[src/hw/timer_pkg.sv]
// Constants shared by the time-base counter and its helper modules.
// Assumes a 32-bit classic Wishbone slave port with byte addressing.
package timer_pkg;

  // ************************************************************
  // Register offsets (byte addresses)
  // ************************************************************
  localparam logic [7:0] OFS_CTRL     = 8'h00;
  localparam logic [7:0] OFS_FILT     = 8'h04;
  localparam logic [7:0] OFS_RELOAD   = 8'h08;
  localparam logic [7:0] OFS_COUNT    = 8'h0C;
  localparam logic [7:0] OFS_REPEAT   = 8'h10;
  localparam logic [7:0] OFS_FLAGS    = 8'h14;
  localparam logic [7:0] OFS_FLAG_CLR = 8'h18;
  localparam logic [7:0] OFS_SOFT     = 8'h1C;
  localparam logic [7:0] OFS_CMP      = 8'h20;
  localparam logic [7:0] OFS_CMP_ACT  = 8'h24;

  // ************************************************************
  // Field positions and widths
  // ************************************************************
  localparam int CTRL_RUN    = 0;
  localparam int CTRL_DIR    = 1;
  localparam int CTRL_CENTER = 2;
  localparam int CTRL_SRC    = 3;
  localparam int CTRL_URS    = 4;
  localparam int CTRL_BUF    = 5;
  localparam int CTRL_UIE    = 6;
  localparam int CTRL_TIE    = 7;
  localparam int CTRL_WIE    = 8;
  localparam int CTRL_PSC    = 9;
  localparam int CTRL_W      = 12;
  localparam int PSC_W       = 3;
  localparam int PSC_CNT_W   = 7;
  localparam int FILT_W      = 3;
  localparam int FILT_POL    = 3;
  localparam int FLAG_TOP    = 0;
  localparam int FLAG_WRAP   = 1;
  localparam int FLAG_UPD    = 2;
  localparam int FLAG_W      = 3;
  localparam int CNT_W       = 16;
  localparam int REP_W       = 8;
  localparam int SOFT_UPD    = 0;

  // ************************************************************
  // Reset values and flag-clear read value
  // ************************************************************
  localparam logic [CNT_W-1:0]  RELOAD_RST = 16'hFFFF;
  localparam logic [CNT_W-1:0]  CMP_RST    = 16'h0000;
  localparam logic [FLAG_W-1:0] CLR_READ   = 3'h7;

endpackage : timer_pkg

[src/hw/ext_tick_filter.sv]
// Synchroniser, glitch filter and edge detector for the external tick.
// Assumes the tick input is asynchronous and slower than the clock.
`timescale 1ns/100ps
module ext_tick_filter
  import timer_pkg::*;
(
  // Clock and reset
  input  wire logic              clk_i,
  input  wire logic              rst_i,
  // Settings
  input  wire logic [FILT_W-1:0] filt_i,
  input  wire logic              pol_i,
  // Tick in and out
  input  wire logic              tick_i,
  output logic                   tick_o
);

  typedef struct packed {
    logic              s1;
    logic              s2;
    logic              lvl;
    logic [FILT_W-1:0] run;
    logic              last;
    logic              tick;
  } flt_state_t;

  flt_state_t st_ff;
  flt_state_t nxt_st;
  logic       act;

  assign act    = st_ff.lvl ^ pol_i;
  assign tick_o = st_ff.tick;

  always_comb begin
    nxt_st      = st_ff;
    nxt_st.s1   = tick_i;
    nxt_st.s2   = st_ff.s1;
    if (st_ff.s2 == st_ff.lvl) begin
      nxt_st.run = '0;
    end else if (st_ff.run >= filt_i) begin
      nxt_st.lvl = st_ff.s2;
      nxt_st.run = '0;
    end else begin
      nxt_st.run = st_ff.run + 3'h1;
    end
    nxt_st.last = act;
    nxt_st.tick = act && !st_ff.last;
  end

  always_ff @(posedge clk_i or posedge rst_i) begin
    if (rst_i) begin
      st_ff <= '0;
    end else begin
      st_ff <= nxt_st;
    end
  end
endmodule : ext_tick_filter

[src/hw/tick_prescaler.sv]
// Programmable divider giving one-cycle count enables, divide by 2^sel.
// Assumes sel is steady while counting; clr_i restarts the division.
`timescale 1ns/100ps
module tick_prescaler
  import timer_pkg::*;
(
  // Clock and reset
  input  wire logic             clk_i,
  input  wire logic             rst_i,
  // Control
  input  wire logic [PSC_W-1:0] sel_i,
  input  wire logic             en_i,
  input  wire logic             clr_i,
  // Enable out
  output logic                  tick_o
);

  typedef struct packed {
    logic [PSC_CNT_W-1:0] div;
  } psc_state_t;

  psc_state_t            st_ff;
  psc_state_t            nxt_st;
  logic [PSC_CNT_W-1:0]  limit;

  assign limit  = PSC_CNT_W'((8'h01 << sel_i) - 8'h01);
  // Not gated by clr_i: the update that clears the divider is itself
  // decoded from this tick, so gating here would close a loop
  assign tick_o = en_i && (st_ff.div == limit);

  always_comb begin
    nxt_st = st_ff;
    if (clr_i || !en_i || tick_o) begin
      nxt_st.div = '0;
    end else begin
      nxt_st.div = st_ff.div + 7'h01;
    end
  end

  always_ff @(posedge clk_i or posedge rst_i) begin
    if (rst_i) begin
      st_ff <= '0;
    end else begin
      st_ff <= nxt_st;
    end
  end
endmodule : tick_prescaler

[src/hw/timer_time_base_counter.sv]
// Time-base unit: 16-bit auto-reload counter with repetition gate.
// Assumes a classic Wishbone master on the register port and a
// one-cycle slave-mode reset pulse from the trigger logic.
//
// Overview of operation
// - 16-bit auto-reload counter behind a prescaler
// - Source 0 counts divided system clock
// - Source 1 counts filtered, polarity-chosen external tick
// - Update source select: wide set or wraps
// - Update event lasts exactly one cycle
// - Update resets counter or reverses direction
// - Update copies reload and compare into shadows
// - Update clears prescaler count, not its setting
// - Update sets update flag; write 0 clears
// - Nonzero repeat: update only when exhausted
// - Modes: edge up, edge down, center
// - Edge mode direction 0 increments each tick
// - Up mode reaching reload gives one-cycle pulse
// - Next cycle zero, top flag, optional interrupt
// - Up mode update each wrap or after repeats
// - Down mode reloads, underflow pulse and flag
// - Center mode climbs to reload, falls to zero
// - Buffered reload writes land at update only while running
// - Soft or slave update immediate, reloads repeats
`timescale 1ns/100ps
module timer_time_base_counter
  import timer_pkg::*;
(
  // Clock and reset
  input  wire logic             SYS_CLK_I,
  input  wire logic             RST_I,
  // Wishbone slave
  input  wire logic             CYC_I,
  input  wire logic             STB_I,
  input  wire logic             WE_I,
  input  wire logic [7:0]       ADR_I,
  input  wire logic [3:0]       SEL_I,
  input  wire logic [31:0]      DAT_I,
  output logic      [31:0]      DAT_O,
  output logic                  ACK_O,
  // External tick and slave-mode reset
  input  wire logic             EXT_TICK_I,
  input  wire logic             SLAVE_RST_I,
  // Timer outputs
  output logic      [CNT_W-1:0] COUNT_O,
  output logic      [CNT_W-1:0] CMP_SHADOW_O,
  output logic                  UPDATE_EVENT_O,
  output logic                  TOP_PULSE_O,
  output logic                  BELOW_ZERO_O,
  output logic                  IRQ_O
);

  // ************************************************************
  // State
  // ************************************************************
  typedef struct packed {
    logic [CNT_W-1:0]  cnt;
    logic [CNT_W-1:0]  arr_pre;
    logic [CNT_W-1:0]  arr_act;
    logic [CNT_W-1:0]  cmp_pre;
    logic [CNT_W-1:0]  cmp_act;
    logic [REP_W-1:0]  rep_cfg;
    logic [REP_W-1:0]  rep;
    logic [CTRL_W-1:0] ctrl;
    logic [3:0]        filt;
    logic              dir;
    logic [FLAG_W-1:0] flags;
    logic              upd;
    logic              top;
    logic              below_zero_pulse;
    logic              irq;
    logic              ack;
    logic [31:0]       rdat;
  } tb_state_t;

  tb_state_t         st_ff;
  tb_state_t         nxt_st;
  logic              req;
  logic              wr;
  logic [31:0]       rd_mux;
  logic [31:0]       wd;
  logic              psc_tick;
  logic              ext_tick;
  logic              tick;
  logic              run;
  logic              center;
  logic              at_top;
  logic              at_bot;
  logic              wrap;
  logic              sw_src;
  logic              hw_upd;
  logic              upd;
  logic              soft_wr;

  // Byte-lane merge: unselected lanes keep the current value
  function automatic logic [31:0] lane_merge(input logic [31:0] cur,
                                             input logic [31:0] din,
                                             input logic [3:0]  sel);
    logic [31:0] res;
    res = cur;
    for (int b = 0; b < 4; b++) begin
      if (sel[b]) begin
        res[8*b +: 8] = din[8*b +: 8];
      end
    end
    return res;
  endfunction : lane_merge

  // ************************************************************
  // Bus decode
  // ************************************************************
  assign req     = CYC_I && STB_I && !st_ff.ack;
  assign wr      = req && WE_I;
  assign wd      = lane_merge(rd_mux, DAT_I, SEL_I);
  assign soft_wr = wr && (ADR_I == OFS_SOFT) && wd[SOFT_UPD];

  always_comb begin
    rd_mux = 32'h0000_0000;
    case (ADR_I)
      OFS_CTRL: begin
        rd_mux[CTRL_W-1:0]   = st_ff.ctrl;
        rd_mux[CTRL_DIR]     = st_ff.dir;
      end
      OFS_FILT:     rd_mux[3:0]        = st_ff.filt;
      OFS_RELOAD:   rd_mux[CNT_W-1:0]  = st_ff.arr_pre;
      OFS_COUNT:    rd_mux[CNT_W-1:0]  = st_ff.cnt;
      OFS_REPEAT:   rd_mux[REP_W-1:0]  = st_ff.rep_cfg;
      OFS_FLAGS:    rd_mux[FLAG_W-1:0] = st_ff.flags;
      OFS_FLAG_CLR: rd_mux[FLAG_W-1:0] = CLR_READ;
      OFS_CMP:      rd_mux[CNT_W-1:0]  = st_ff.cmp_pre;
      OFS_CMP_ACT:  rd_mux[CNT_W-1:0]  = st_ff.cmp_act;
      default:      rd_mux = 32'h0000_0000;
    endcase
  end

  // ************************************************************
  // Count enables
  // ************************************************************
  assign run    = st_ff.ctrl[CTRL_RUN];
  assign center = st_ff.ctrl[CTRL_CENTER];

  tick_prescaler u_psc (
    .clk_i  (SYS_CLK_I),
    .rst_i  (RST_I),
    .sel_i  (st_ff.ctrl[CTRL_PSC +: PSC_W]),
    .en_i   (run && !st_ff.ctrl[CTRL_SRC]),
    .clr_i  (upd),
    .tick_o (psc_tick)
  );

  ext_tick_filter u_ext (
    .clk_i  (SYS_CLK_I),
    .rst_i  (RST_I),
    .filt_i (st_ff.filt[FILT_W-1:0]),
    .pol_i  (st_ff.filt[FILT_POL]),
    .tick_i (EXT_TICK_I),
    .tick_o (ext_tick)
  );

  assign tick   = run && (st_ff.ctrl[CTRL_SRC] ? ext_tick : psc_tick);
  // 16-bit auto-reload wrap
  // Compared against the active shadow, so buffered reloads wait for an update
  assign at_top = tick && !st_ff.dir && (st_ff.cnt == st_ff.arr_act);
  assign at_bot = tick && st_ff.dir && (st_ff.cnt == 16'h0000);
  assign wrap   = at_top || at_bot;
  // Wraps pass only once the repeats are spent
  assign hw_upd = wrap && (st_ff.rep == 8'h00);
  // Software and slave reset only in the wide set
  assign sw_src = (soft_wr || SLAVE_RST_I) && !st_ff.ctrl[CTRL_URS];
  assign upd    = hw_upd || sw_src;

  // ************************************************************
  // Next state
  // ************************************************************
  always_comb begin
    nxt_st     = st_ff;
    nxt_st.upd = 1'b0;
    nxt_st.top = 1'b0;
    nxt_st.below_zero_pulse = 1'b0;
    nxt_st.ack = req;
    if (req) begin
      nxt_st.rdat = rd_mux;
    end

    if (at_top) begin
      // Top reached: pulse and flag next cycle
      nxt_st.top              = 1'b1;
      nxt_st.flags[FLAG_TOP]  = 1'b1;
      if (center) begin
        nxt_st.dir = 1'b1;
        nxt_st.cnt = (st_ff.cnt == 16'h0000) ? st_ff.cnt : st_ff.cnt - 16'h0001;
      end else begin
        nxt_st.cnt = 16'h0000;
      end
    end else if (at_bot) begin
      nxt_st.below_zero_pulse              = 1'b1;
      nxt_st.flags[FLAG_WRAP] = 1'b1;
      if (center) begin
        nxt_st.dir = 1'b0;
        nxt_st.cnt = (st_ff.arr_act == 16'h0000) ? st_ff.cnt : st_ff.cnt + 16'h0001;
      end else begin
        nxt_st.cnt = st_ff.arr_act;
      end
    end else if (tick) begin
      nxt_st.cnt = st_ff.dir ? st_ff.cnt - 16'h0001 : st_ff.cnt + 16'h0001;
    end

    if (wrap) begin
      nxt_st.rep = hw_upd ? st_ff.rep_cfg : st_ff.rep - 8'h01;
    end

    // Register writes
    if (wr) begin
      case (ADR_I)
        OFS_CTRL: begin
          nxt_st.ctrl = wd[CTRL_W-1:0];
          // Center mode owns the direction bit and starts upward
          if (!wd[CTRL_CENTER]) begin
            nxt_st.dir = wd[CTRL_DIR];
          end else if (!center) begin
            nxt_st.dir = 1'b0;
          end
          // Start: down mode loads reload, repeats reloaded
          if (wd[CTRL_RUN] && !run) begin
            nxt_st.rep = st_ff.rep_cfg;
            if (!wd[CTRL_CENTER] && wd[CTRL_DIR]) begin
              nxt_st.cnt = st_ff.arr_act;
            end
          end
        end
        OFS_FILT:   nxt_st.filt = wd[3:0];
        OFS_RELOAD: begin
          nxt_st.arr_pre = wd[CNT_W-1:0];
          // Unbuffered or stopped: takes effect at once
          if (!(st_ff.ctrl[CTRL_BUF] && run)) begin
            nxt_st.arr_act = wd[CNT_W-1:0];
          end
        end
        OFS_COUNT:  nxt_st.cnt     = wd[CNT_W-1:0];
        OFS_REPEAT: nxt_st.rep_cfg = wd[REP_W-1:0];
        OFS_CMP: begin
          nxt_st.cmp_pre = wd[CNT_W-1:0];
          if (!(st_ff.ctrl[CTRL_BUF] && run)) begin
            nxt_st.cmp_act = wd[CNT_W-1:0];
          end
        end
        // Writing 0 clears a flag; a flag set now still wins
        OFS_FLAG_CLR: nxt_st.flags = nxt_st.flags & (wd[FLAG_W-1:0] | {
                                     1'b0, nxt_st.flags[FLAG_WRAP] & (
                                     wrap & at_bot), nxt_st.flags[FLAG_TOP] & at_top});
        default: ;
      endcase
    end

    // Software or slave update: immediate, repeats reloaded
    if (sw_src) begin
      nxt_st.rep = st_ff.rep_cfg;
      if (center) begin
        nxt_st.dir = !st_ff.dir;
      end else begin
        nxt_st.cnt = st_ff.dir ? st_ff.arr_pre : 16'h0000;
      end
    end

    if (upd) begin
      nxt_st.upd = 1'b1;
      // Update flag, set over any clear
      nxt_st.flags[FLAG_UPD] = 1'b1;
      nxt_st.arr_act = st_ff.arr_pre;
      nxt_st.cmp_act = st_ff.cmp_pre;
    end

    nxt_st.irq = (nxt_st.flags[FLAG_UPD]  && nxt_st.ctrl[CTRL_UIE])
              || (nxt_st.flags[FLAG_TOP]  && nxt_st.ctrl[CTRL_TIE])
              || (nxt_st.flags[FLAG_WRAP] && nxt_st.ctrl[CTRL_WIE]);
  end

  always_ff @(posedge SYS_CLK_I or posedge RST_I) begin
    if (RST_I) begin
      st_ff         <= '0;
      st_ff.arr_pre <= RELOAD_RST;
      st_ff.arr_act <= RELOAD_RST;
      st_ff.cmp_pre <= CMP_RST;
      st_ff.cmp_act <= CMP_RST;
    end else begin
      st_ff <= nxt_st;
    end
  end

  // ************************************************************
  // Outputs
  // ************************************************************
  assign DAT_O          = st_ff.rdat;
  assign ACK_O          = st_ff.ack;
  assign COUNT_O        = st_ff.cnt;
  assign CMP_SHADOW_O   = st_ff.cmp_act;
  assign UPDATE_EVENT_O = st_ff.upd;
  assign TOP_PULSE_O    = st_ff.top;
  assign BELOW_ZERO_O   = st_ff.below_zero_pulse;
  assign IRQ_O          = st_ff.irq;
endmodule : timer_time_base_counter
[config.mk]
export PLATFORM = sky130hd
export DESIGN_NAME = timer_time_base_counter
export DESIGN_NICKNAME = d
export VERILOG_FILES = /design/src/hw/timer_pkg.sv /design/src/hw/ext_tick_filter.sv /design/src/hw/tick_prescaler.sv /design/src/hw/timer_time_base_counter.sv
export SDC_FILE = /design/constraint.sdc
export NUM_CORES = 1
export LEC_CHECK = 0
export BUFFER_PORTS_ARGS = -buffer_cell sky130_fd_sc_hd__buf_2
export CAP_MARGIN = 10
export CORE_MARGIN = 2
export CORE_UTILIZATION = 35
export CTS_CLUSTER_DIAMETER = 200
export DETAILED_ROUTE_END_ITERATION = 6
export GPL_ROUTABILITY_DRIVEN = 0
export HOLD_SLACK_MARGIN = 0.08
export PLACE_DENSITY_LB_ADDON = 0.05
export SLEW_MARGIN = 40
export SYNTH_ARGS = -nofsm -noshare
export SYNTH_HDL_FRONTEND = slang
export SYNTH_SLANG_ARGS = --single-unit
[constraint.sdc]
create_clock -name SYS_CLK_I -period 4.53 [get_ports SYS_CLK_I]
set_input_delay 0.2265 -clock SYS_CLK_I [delete_from_list [all_inputs] [get_ports SYS_CLK_I]]
set_output_delay 0.2265 -clock SYS_CLK_I [all_outputs]
set_load 0.01 [all_outputs]
---- After elaboration in Yosys (flattened, before gate mapping) ----
Index checks and enable logic that the tools add are counted.
word-level totals
  input bits .............................. 51
  flip-flop bits (word level) ............. 152
operators by class
  equality and inequality tests ........... 13
  muxes and demuxes ....................... 56
  reductions and logical operators ........ 51
  add/sub/neg operators ................... 6
  bitwise operators ....................... 7
  $lt $le $gt $ge ......................... 1
  shifts and indexed selects .............. 1
operators with widths
  kind                                                                    number
  16-bit two-way mux                                                      16
  116-bit two-way mux                                                     1
  32-bit two-way mux                                                      2
  8-bit two-way mux                                                       7
  8-bit by 5-bit equality test with 1-bit output (second input constant)  4
  16-bit zero test                                                        2
  16-bit one-hot mux with 2 select lines                                  1
  3-bit one-hot mux with 9 select lines                                   1
  4-bit one-hot mux with 6 select lines                                   1
  1-bit logical AND                                                       21
  20-bit two-way mux                                                      1
  4-bit one-hot mux with 5 select lines                                   1
  1-bit two-way mux                                                       18
  16-bit by 1-bit adder with 16-bit output (second input constant)        1
  16-bit equality test                                                    1
  8-bit by 4-bit equality test with 1-bit output (second input constant)  2
  8-bit by 6-bit equality test with 1-bit output (second input constant)  2
  8-bit zero test                                                         2
  4-bit one-hot mux with 4 select lines                                   1
  16-bit by 1-bit subtractor with 16-bit output (second input constant)   1
  2-bit AND reduction                                                     6
  3-bit two-way mux                                                       3
  8-bit by 3-bit equality test with 1-bit output (second input constant)  1
  1-bit zero test                                                         8
  other kinds (20)                                                        31

---- Longest topological paths before layout ----
Gate-level depths: netlist of run 1.
  depth after elaboration ................. 19
  depth in mapped cells ................... 15

---- By module ----
Synthesis of run 1 repeated with hierarchy kept, for this count alone.
unflattened totals
  cells, all modules ...................... 1161
  area, all modules ....................... 10184.8 um^2
modules (own cells, without submodules)
  module                   instances  cells an instance  area each (um^2)  seq. area each (um^2)
  timer_time_base_counter  1          1077               9306.4            3443.3
  tick_prescaler           1          54                 520.5             175.2
  ext_tick_filter          1          30                 357.8             200.2

---- Worst setup path before layout of run 1 ----
OpenSTA, ideal clock, no wires.
  path type ............................... register to register
  from .................................... reg st_ff (netlist bit COUNT_O[0])
  to ...................................... reg st_ff (netlist bit COUNT_O[15])
  clock period less this slack ............ 2.820 ns
  required time ........................... 4.464 ns
  arrival ................................. 2.754 ns
  buffers on the path ..................... 3
  setup slack ............................. 1.710 ns
  cell stages (with the launch flop) ...... 15
  library setup time ...................... 0.066 ns
  path through ............................ dfrtp_1 -> buf_2 -> inv_1 -> ha_1 -> nor4b_2 -> and3_1 -> buf_4 -> nand3_2 -> o21ai_2 -> buf_6 -> o21ai_1 -> a221oi_1 -> o211ai_1 -> a311oi_1 -> o31a_1
RTL lines
  element                   RTL line                        RTL
  start: declaration        timer_time_base_counter.sv:76   tb_state_t st_ff;
  start signal: assignment  timer_time_base_counter.sv:286  st_ff <= nxt_st;

==> summary.md, run 1 <==
| Metric | Value |
|---|---|
| Critical Path Max Stage Delay | 0.74 ns |
| CP arrival | 3.90 ns |
| DP HPWL | 26250 µm |
| Power density cells | 292.0 nW/µm² |
| CP max FO | 13 |
| First-pass GRT wire length | 55170 µm |
| CTS tree | done |
| Residual DRC | 0 |
| Via count of the routed design | 8914 |
| Tot GR Track Use | 23.69% |
| Grt met3 use | 3.506% |
| Yosys top cell by area | dfrtp_1 |
| Final wirelength | 36030 µm |
| # Max-Cap Violations | 0 |
| Fmax | 0.2758 GHz |
| Number of CTS-inserted buffers | 17 |
| Critical Path RT | 4.80 ns |
| Die H | 175.4 µm |
| Clock Skew | 0.01633 ns |
| First-pass DRT Iterations | 5 |
| M2 GR Usage | 34.63% |
| Starting density of the core | 35.71% |
| Syn. warnings | 0 |
| DR iter-0 viols | 798 |
| Most common cell after layout, fill and taps aside | nand2_1 |
| Setup Viol. Count Final | 0 |
| Synth top area share | 28.97% |
| Row Count | 62 |
| WP buf/inv | 0 |
| Avg WL per Cell | 22.86 µm |
| IO Port Bufs | 85 |
| Sequential cell area fraction in the yosys report | 37.16% |
| Antenna Nets Post-Route | 0 |
| Initial antenna violation count | 0 |
| Deepest level of the CTS H-tree | 4 |
| Worst path depth | 9 |
| Layout cells sized above 1 | 23.07% |
| Main flop type after synthesis | dfrtp_1 |
| Grt peak-use layer | met1 |
| Final Util | 39.41% |
| Min cycle time layout | 3.626 ns |
| Worst min-delay path category | primary input to flip-flop |
| Delay-heaviest family, CP | simple AND/OR/NAND/NOR gates |
| Crit-path slowest cell | dfrtp_1 |
| Area of the multi-input gates | 5589 µm² |
| Post-Place Cells | 1540 |
| Final Max Slew Viols | 0 |
| Status | complete, no violations |
| # fillers | 2966 |
| Leakage | 5.023 nW |
| # IOs | 120 |
| Async S/R FF share, synth | 100.0% |
| Vias in the first global route | 8650 |
| Worst setup path category | flip-flop to flip-flop |
| Fin crit share | 80.05% |
| Hold Vio Cnt, Final | 0 |
| Unrepaired setup endpoints after global routing | no |
| Crit-path cells | xor2_1, nor4_1, nand3_1, nor2_1, nand2_1, o22ai_1, a21oi_1, a2111oi_0, a311oi_1 |
| GR Util met1 | 35.67% |
| Mean Syn Cell Area | 8.883 µm² |
| Worst slew margin | 43.82% |
| Max clock buf depth | 2 |
| Layout area overhead | 10.37% |
| Hold depth | 4 |
| DIE WIDTH | 175.4 µm |
| DIE AREA | 30750 µm² |
| Syn Std Cell Area | 10280 µm² |
| Final std cells w/o fill | 1576 |
| CP Capture Type | flip-flop |
| Setup TNS | 0 ns |
| Num Clock Sinks | 151 |
| Startpoint Class | flip-flop |
| Worst-margin pin slew | 0.8382 ns |
| Ant diodes | 0 |
| Gr ovfl total | 0 |
| Most frequent cells in the layout | nand2_1 (120), dfrtp_1 (119), buf_2 (85) |
| Post-synth EDFFs | 0 |
| Maximum VDD drop | 0.0002483 V |
| Worst-path clk slew | 0.07 ns |
| # nets final | 1238 |
| Largest net degree at the start of global routing | 84 |
| Drt via density | 5.656 |
| R2R cell count | 9 |
| Core Area | 28780 µm² |
| Register area | 3819 µm² |
| Cells after Synth | 1157 |
| #FFs+latches synth | 151 |
| Post-synth cell types | 90 |
| Largest cells by area after synthesis | dfrtp_1 (29%), dfstp_2 (8.2%), mux2_2 (6.6%) |
| Clk_lat worst skew | 0.44 ns |
| Clock Root Buffer | clkbuf_16 |
per-layer routing:
layer  up-vias  share of wire, %
met5         -                 0
met4         0               2.2
li1       4177                 -
met2       322                43
met3        42               5.3
met1      4373                49
worst paths after layout:
path	start	slack [ns]	endpoint
setup / recovery	COUNT_O[10]	0.90	COUNT_O[9]
hold / removal	DAT_I[9]	0.25	st_ff[54]
setup reg to reg	COUNT_O[10]	0.90	COUNT_O[9]
hold reg to reg	u_ext.nxt_st[6]	0.35	u_ext.st_ff[6]
max in group asynchronous	RST_I	3.16	st_ff[123]
min in group asynchronous	RST_I	0.44	st_ff[89]
report_power, final:
group	switching, mW	total [mW]	internal, mW
registers	0.0590	1.46	1.40
logic	0.265	0.411	0.146
clock network	0.664	1.44	0.781
total	0.987	3.31	2.33
cells by family after synthesis:
kind of cell	Yosys count	share of synthesized area, %
xor gates and xnor gates	52	4.431
muxes	110	11.52
DFF	151	37.16
AOI/OAI and AO/OA	290	18.16
and+or+nand+nor	379	18.64
other	1	0.03649
buffers and inverters	166	9.082
adders and majority gates	8	0.9740
synth_stat cells (14+ instances only):
| master | n |
|---|---|
| buf_2 | 26 |
| nand3_1 | 32 |
| nor4_1 | 17 |
| mux2i_1 | 46 |
| nor2_1 | 80 |
| dfstp_2 | 32 |
| nor3_1 | 26 |
| dfrtp_1 | 119 |
| a31oi_1 | 14 |
| buf_4 | 66 |
| a22oi_1 | 18 |
| inv_1 | 23 |
| xnor2_1 | 25 |
| o21ai_1 | 17 |
| mux2_2 | 60 |
| o21ai_0 | 65 |
| a21oi_1 | 77 |
| nand2_1 | 122 |
| xor2_1 | 27 |
| clkbuf_1 | 36 |
sequential cells by signal, indices dropped and copies added, names as in the netlist:
name            cells
COUNT_O            16
u_ext.nxt_st        1
IRQ_O               1
st_ff              81
CMP_SHADOW_O       16
ACK_O               1
u_ext.tick_o        1
TOP_PULSE_O         1
run                 1
DAT_O              16
u_ext.st_ff         6
u_psc.st_ff         7
BELOW_ZERO_O        1
UPDATE_EVENT_O      1
center              1
worst min-delay path, delay by kind of cell:
kind                   cells  cell delay [ns]
multiplexers               1             0.22
buffers and inverters      1             0.08
AND/OR/NAND/NOR            2             0.12
what timing repair did:
action                    in CTS  in global routing
buffers inserted               0                  0
hold buffers                   4                  0
gates resized for setup        0                  0
hold endpoints to repair      56                  0
through the flow:
stage	power (mW)	hold slack [ns]	worst slack (ns)	area (µm²)
2_1_floorplan	1.754	0.2579	0.2917	10330
3_3_place_gp	1.888	0.3353	1.023	10720
3_5_place_dp	1.886	0.3370	1.030	10720
4_1_cts	3.346	0.2297	0.9821	11340
5_1_grt	3.454	0.2515	0.7843	11340
6_report	3.313	0.2468	0.9037	11340
cell type report:
type	count	share of cell area (%)
Timing Repair Buffer	128	6.795
Multi-Input combinational cell	855	49.27
Clock buffer	17	3.750
Sequential cell	151	33.66
Tap cell	384	4.236
Clock inverter	15	1.379
Inverter	26	0.9045
No activity file was read; power rests on OpenSTA's default activity.
==> inputs of run 2 (changes only) <==
==> constraint.sdc (replaced) <==
create_clock -name SYS_CLK_I -period 3.3 [get_ports SYS_CLK_I]
set_input_delay 0.165 -clock SYS_CLK_I [delete_from_list [all_inputs] [get_ports SYS_CLK_I]]
set_output_delay 0.165 -clock SYS_CLK_I [all_outputs]
set_load 0.01 [all_outputs]
==> summary.md, run 2 (synthesis gave the netlist of run 1 again) <==
| Metric | Value |
|---|---|
| Initial antenna violation count | 1 (+1) |
| Sequential power share | 42.3% (-1.7 points) |
| Internal | 3.394 mW (+46%) |
| DIE WIDTH | 175.4 µm (unchanged) |
| Ant diodes | 0 (unchanged) |
| CTS tree | done |
| Power density cells | 402.3 nW/µm² (+38%) |
| Hold WS | 0.1851 ns (-0.06175 ns) |
| Number of CTS-inserted buffers | 17 (unchanged) |
| First-pass DRT Iterations | 5 (unchanged) |
| Setup TNS | 0 ns (unchanged) |
| Avg WL per Cell | 22.82 µm (-0.19%) |
| Dpl ws | 0.1676 ns (-0.8629 ns) |
| Leakage | 5.258 nW (+4.7%) |
| Die H | 175.4 µm (unchanged) |
| Worst slew margin | 52.58% (+8.8 points) |
| Post-Place Cells | 1584 (+2.9%) |
| Num Clock Sinks | 151 (unchanged) |
| IO Port Bufs | 85 (unchanged) |
| WP buf/inv | 1 (+1) |
| Final std cells w/o fill | 1620 (+2.8%) |
| Most common cell after layout, fill and taps aside | nand2_1 |
| CP Capture Type | flip-flop |
| Layout cells sized above 1 | 25.81% (+2.7 points) |
| Post CTS Setup Buffer Count | 0 (unchanged) |
| Layout area overhead | 14.37% |
| Antenna Nets Post-Route | 0 (unchanged) |
| Worst setup path category | flip-flop to flip-flop |
| Maximum VDD drop | 0.0002770 V (+12%) |
| # Max-Cap Violations | 0 (unchanged) |
| Critical Path Max Stage Delay | 0.63 ns (-0.11 ns) |
| Drt via density | 5.591 (-1.2%) |
| Final wirelength | 36970 µm (+2.6%) |
| DIE AREA | 30750 µm² (unchanged) |
| Max clock buf depth | 2 (unchanged) |
| Biggest register | st_ff |
| Fin crit share | 97.43% (+17 points) |
| DR iter-0 viols | 929 (+16%) |
| Clk_lat worst skew | 0.44 ns (about the same) |
| Most frequent cells in the layout | nand2_1 (122), dfrtp_1 (119), buf_2 (85) |
| Critical Path RT | 3.62 ns (-1.18 ns) |
| Crit-path slowest cell | dfrtp_1 |
| Vias in the first global route | 8652 (+0.023%) |
| Residual DRC | 0 (unchanged) |
| Clock network power share | 44.9% (+1.3 points) |
| # IOs | 120 (unchanged) |
| # nets final | 1282 (+3.6%) |
| Logic pwr share | 12.9% (+0.5 points) |
| Deepest level of the CTS H-tree | 4 (unchanged) |
| Status | complete, no violations |
| Worst-margin pin slew | 0.7098 ns (-0.1283 ns) |
| Worst min-delay path category | primary input to flip-flop |
| Min cycle time layout | 3.215 ns (-0.4112 ns) |
| First-pass GRT wire length | 56660 µm (+2.7%) |
| Overall power | 4.728 mW (+43%) |
| Starting density of the core | 35.71% (unchanged) |
| Largest net degree at the start of global routing | 81 (-3.6%) |
| Unrepaired setup endpoints after global routing | no |
| Delay-heaviest family, CP | simple AND/OR/NAND/NOR gates |
| Core Area | 28780 µm² (unchanged) |
| Tot GR Track Use | 24.43% (+0.74 points) |
| Gr ovfl total | 0 (unchanged) |
| Clock Skew | 0.01611 ns (-0.0002151 ns) |
| Hold Vio Cnt, Final | 0 (unchanged) |
| Setup ws final | 0.08490 ns (-0.8188 ns) |
| CP arrival | 3.53 ns (-0.37 ns) |
| Number of flip-flops in the largest register | 81 (unchanged) |
| CP max FO | 10 (-3) |
| P_sw | 1.334 mW (+35%) |
| Worst-path clk slew | 0.06 ns (about the same) |
| Final Max Slew Viols | 0 (unchanged) |
| Row Count | 62 (unchanged) |
| Startpoint Class | flip-flop |
| DP HPWL | 27300 µm (+4.0%) |
| Via count of the routed design | 9057 (+1.6%) |
| Setup Viol. Count Final | 0 (unchanged) |
| Sw Share | 28.22% (-1.6 points) |
| Clock Root Buffer | clkbuf_16 |
| Crit-path cells | xor2_1, nor4_1, nand3_1, or2_1, a21oi_1, buf_4, nand2_1, xnor2_1, mux2_1 |
| Fmax | 0.3110 GHz (+13%) |
==> run 2: repair_timing <==
item	CTS	global route
setup endpoints to repair	0	2
hold buffers	4	0
hold endpoints to repair	22	0
resized for setup	0	3
==> run 2: layout make-up <==
cell class | instances | area [µm²]
fillers | 2929 | 17030
multi-input cells | 855 | 5604
flip-flops and latches | 151 | 3819
repair buffers | 172 | 1126
well taps | 384 | 480.5
clock buffers | 20 | 456.7
clock inverters | 12 | 166.4
inverters | 26 | 101.3
==> run 2: per-stage QoR <==
stage / area, µm² / util (%)
floorplan: 10340 / -
finish: 11750 / 40.84
global route: 11750 / 40.84
detailed placement: 11070 / 38.47
CTS: 11730 / 40.77
global placement: 11070 / 38.47
==> run 2: worst register-to-register path, cell delays in order (launching register included) <==
cell and delay [ns]:
dfrtp_1 0.63, xor2_1 0.20, nor4_1 0.32, nand3_1 0.25, or2_1 0.47, a21oi_1 0.52
buf_4 0.23, nand2_1 0.07, xnor2_1 0.13, mux2_1 0.28
==> run 2: per-layer routing <==
metal,part of all wire (%),vias to the layer above,track usage [%]
met2,43,317,35.02
met5,0,-,0
met4,2.8,0,8.160
met1,49,4448,37.32
met3,5.7,50,3.420
li1,-,4242,-
==> run 2: path summary, 6_finish.rpt <==
check,startpoint,end,slack [ns],depth (start not counted)
max in group asynchronous,RST_I,st_ff[129],2.01,4
worst max register to register,COUNT_O[2],st_ff[59],0.08,9
min in group asynchronous,RST_I,st_ff[64],0.40,3
worst min register to register,u_ext.nxt_st[6],u_ext.st_ff[6],0.35,0
worst max-delay path,COUNT_O[2],st_ff[59],0.08,9
worst min-delay path,DAT_I[9],st_ff[54],0.19,4
==> run 2: power groups by stage <==
stage          clock [mW]  sequential [mW]  combinational, mW
6_report             2.12             2.00              0.608
4_1_cts              2.16             2.00              0.606
3_5_place_dp            0             2.03              0.600
2_1_floorplan           0             1.99              0.415
5_1_grt              2.24             2.01              0.675
3_3_place_gp            0             2.03              0.601
==> inputs of run 3 (changes only) <==
==> constraint.sdc (replaced) <==
create_clock -name SYS_CLK_I -period 3.3 [get_ports SYS_CLK_I]
set_input_delay 0.495 -clock SYS_CLK_I [delete_from_list [all_inputs] [get_ports SYS_CLK_I]]
set_output_delay 0.495 -clock SYS_CLK_I [all_outputs]
set_load 0.01 [all_outputs]
==> summary.md, run 3 (synthesis gave the netlist of run 1 again) <==
| Metric | Value |
|---|---|
| Status | complete, no violations |
| Most common cell after layout, fill and taps aside | nand2_1 |
| # IOs | 120 (unchanged) |
| Leakage | 5.349 nW (+1.7%) |
| Gr ovfl total | 0 (unchanged) |
| Worst-path clk slew | 0.08 ns (+0.02 ns) |
| Setup TNS | 0 ns (unchanged) |
| Final Util | 41.28% (+0.44 points) |
| Worst setup path category | flip-flop to flip-flop |
| Hold Vio Cnt, Final | 0 (unchanged) |
| CP max FO | 9 (-1) |
| Vias in the first global route | 8958 (+3.5%) |
| Worst min-delay path category | primary input to async pin |
| Ant diodes | 0 (unchanged) |
| Setup ws final | 0.1515 ns (+0.06665 ns) |
| Worst slew margin | 47.18% (-5.4 points) |
| Deepest level of the CTS H-tree | 4 (unchanged) |
| Unrepaired setup endpoints after global routing | no |
| DP HPWL | 27690 µm (+1.4%) |
| Number of flip-flops in the largest register | 81 (unchanged) |
| Critical Path RT | 3.63 ns (about the same) |
| Core Area | 28780 µm² (unchanged) |
| Most frequent cells in the layout | nand2_1 (122), dfrtp_1 (119), buf_4 (95) |
| Avg WL per Cell | 22.59 µm (-1.0%) |
| Setup Viol. Count Final | 0 (unchanged) |
| Worst-margin pin slew | 0.7894 ns (+0.07956 ns) |
| Startpoint Class | flip-flop |
| Fmax | 0.3176 GHz (+2.1%) |
| IO Port Bufs | 85 (unchanged) |
| Final Max Slew Viols | 0 (unchanged) |
| Clock Root Buffer | clkbuf_16 |
| Antenna Nets Post-Route | 0 (unchanged) |
| Layout cells sized above 1 | 27.02% (+1.2 points) |
| CTS tree | done |
| Hold WS | 0.09811 ns (-0.08695 ns) |
| DR iter-0 viols | 869 (-6.5%) |
| Crit-path slowest cell | dfrtp_1 |
| # fillers | 2903 (-0.89%) |
| CP arrival | 3.48 ns (-0.05 ns) |
| Biggest register | st_ff |
| Residual DRC | 0 (unchanged) |
| Via count of the routed design | 9065 (+0.088%) |
| Drt via density | 5.544 (-0.83%) |
| Dpl ws | 0.08791 ns (-0.07967 ns) |
| # Max-Cap Violations | 0 (unchanged) |
| Row Count | 62 (unchanged) |
| Min cycle time layout | 3.148 ns (-0.06665 ns) |
| Fin crit share | 95.41% (-2.0 points) |
| Initial antenna violation count | 0 (-1) |
| # nets final | 1297 (+1.2%) |
| Delay-heaviest family, CP | simple AND/OR/NAND/NOR gates |
| Tot GR Track Use | 24.72% (+0.29 points) |
| WP buf/inv | 3 (+2) |
| DIE WIDTH | 175.4 µm (unchanged) |
| Starting density of the core | 35.71% (unchanged) |
| Largest net degree at the start of global routing | 51 (-37%) |
| CP Capture Type | flip-flop |
| First-pass DRT Iterations | 7 (+2) |
| Crit-path cells | inv_1, ha_1, nor4b_2, and3_1, buf_4, nand2_1, nand2_1, nor3_1, buf_4, a222oi_1, a311o_1, a21oi_1 |
| Num Clock Sinks | 151 (unchanged) |
| Max clock buf depth | 2 (unchanged) |
| Die H | 175.4 µm (unchanged) |
| Final wirelength | 36930 µm (about the same) |
| Power density cells | 396.3 nW/µm² (-1.5%) |
| Layout area overhead | 15.59% |
| Maximum VDD drop | 0.0002479 V (-11%) |
| Clock Skew | 0.01508 ns (-0.001032 ns) |
| DIE AREA | 30750 µm² (unchanged) |
| Number of CTS-inserted buffers | 17 (unchanged) |
| Critical Path Max Stage Delay | 0.46 ns (-0.17 ns) |
| First-pass GRT wire length | 57650 µm (+1.7%) |
| Placed Area | 11260 µm² (+1.7%) |
| Fin area | 11880 µm² (+1.1%) |
| Clk_lat worst skew | 0.45 ns (about the same) |
[run 3: area by class of cell]
type                       count  area (µm²)  share of cell area, %
clock inverter                15       182.7                  1.538
timing repair buffer         187        1279                  10.76
multi-input combinational    855        5593                  47.08
clock buffer                  17       425.4                  3.581
tap                          384       480.5                  4.044
inverter                      26       101.3                 0.8531
sequential                   151        3819                  32.14
[run 3: metrics by stage]
step           power [mW]  instances
2_1_floorplan       2.408       1172
3_3_place_gp        2.646       1603
3_5_place_dp        2.641       1603
4_1_cts             4.742       1635
5_1_grt             4.896       1635
6_report            4.708       1635
[run 3: repair_timing]
action                                 in CTS  in global routing
buffers inserted                            0                  0
hold buffers                                0                  0
resized for setup                           0                  2
endpoints found under the hold margin       0                  0
setup endpoints to repair                   0                  2
[run 3: routing by layer]
layer,global-route usage (%),vias up,share of wire (%)
met3,2.814,41,4.1
li1,-,4277,-
met1,37.35,4442,51
met2,36.91,305,43
met4,7.257,0,2.0
met5,0,-,0
[run 3: power breakdown]
part / switching [mW] / leakage [nW] / total, mW / internal [mW]
Clock: 0.941 / 0.298 / 2.09 / 1.15
Combinational: 0.376 / 3.13 / 0.616 / 0.240
Sequential: 0.0795 / 1.92 / 2.00 / 1.92
Total: 1.40 / 5.35 / 4.71 / 3.31
[run 3: worst register-to-register path, delay by kind of cell (launching register included)]
family          cells  cell delay [ns]
flops               1             0.46
simple gates        5             1.10
compound gates      3             0.76
buf+inv             3             0.45
fa+ha+maj           1             0.27
[run 3: final timing paths]
path	depth (start not counted)	slack [ns]	endpoint	from
min in group SYS_CLK_I	1	0.15	u_ext.nxt_st[6]	EXT_TICK_I
hold reg to reg	0	0.36	u_ext.st_ff[6]	u_ext.nxt_st[6]
max in group asynchronous	3	2.49	st_ff[117]	RST_I
setup reg to reg	12	0.15	COUNT_O[3]	COUNT_O[0]
setup / recovery	12	0.15	COUNT_O[3]	COUNT_O[0]
hold / removal	2	0.1	COUNT_O[5]	RST_I
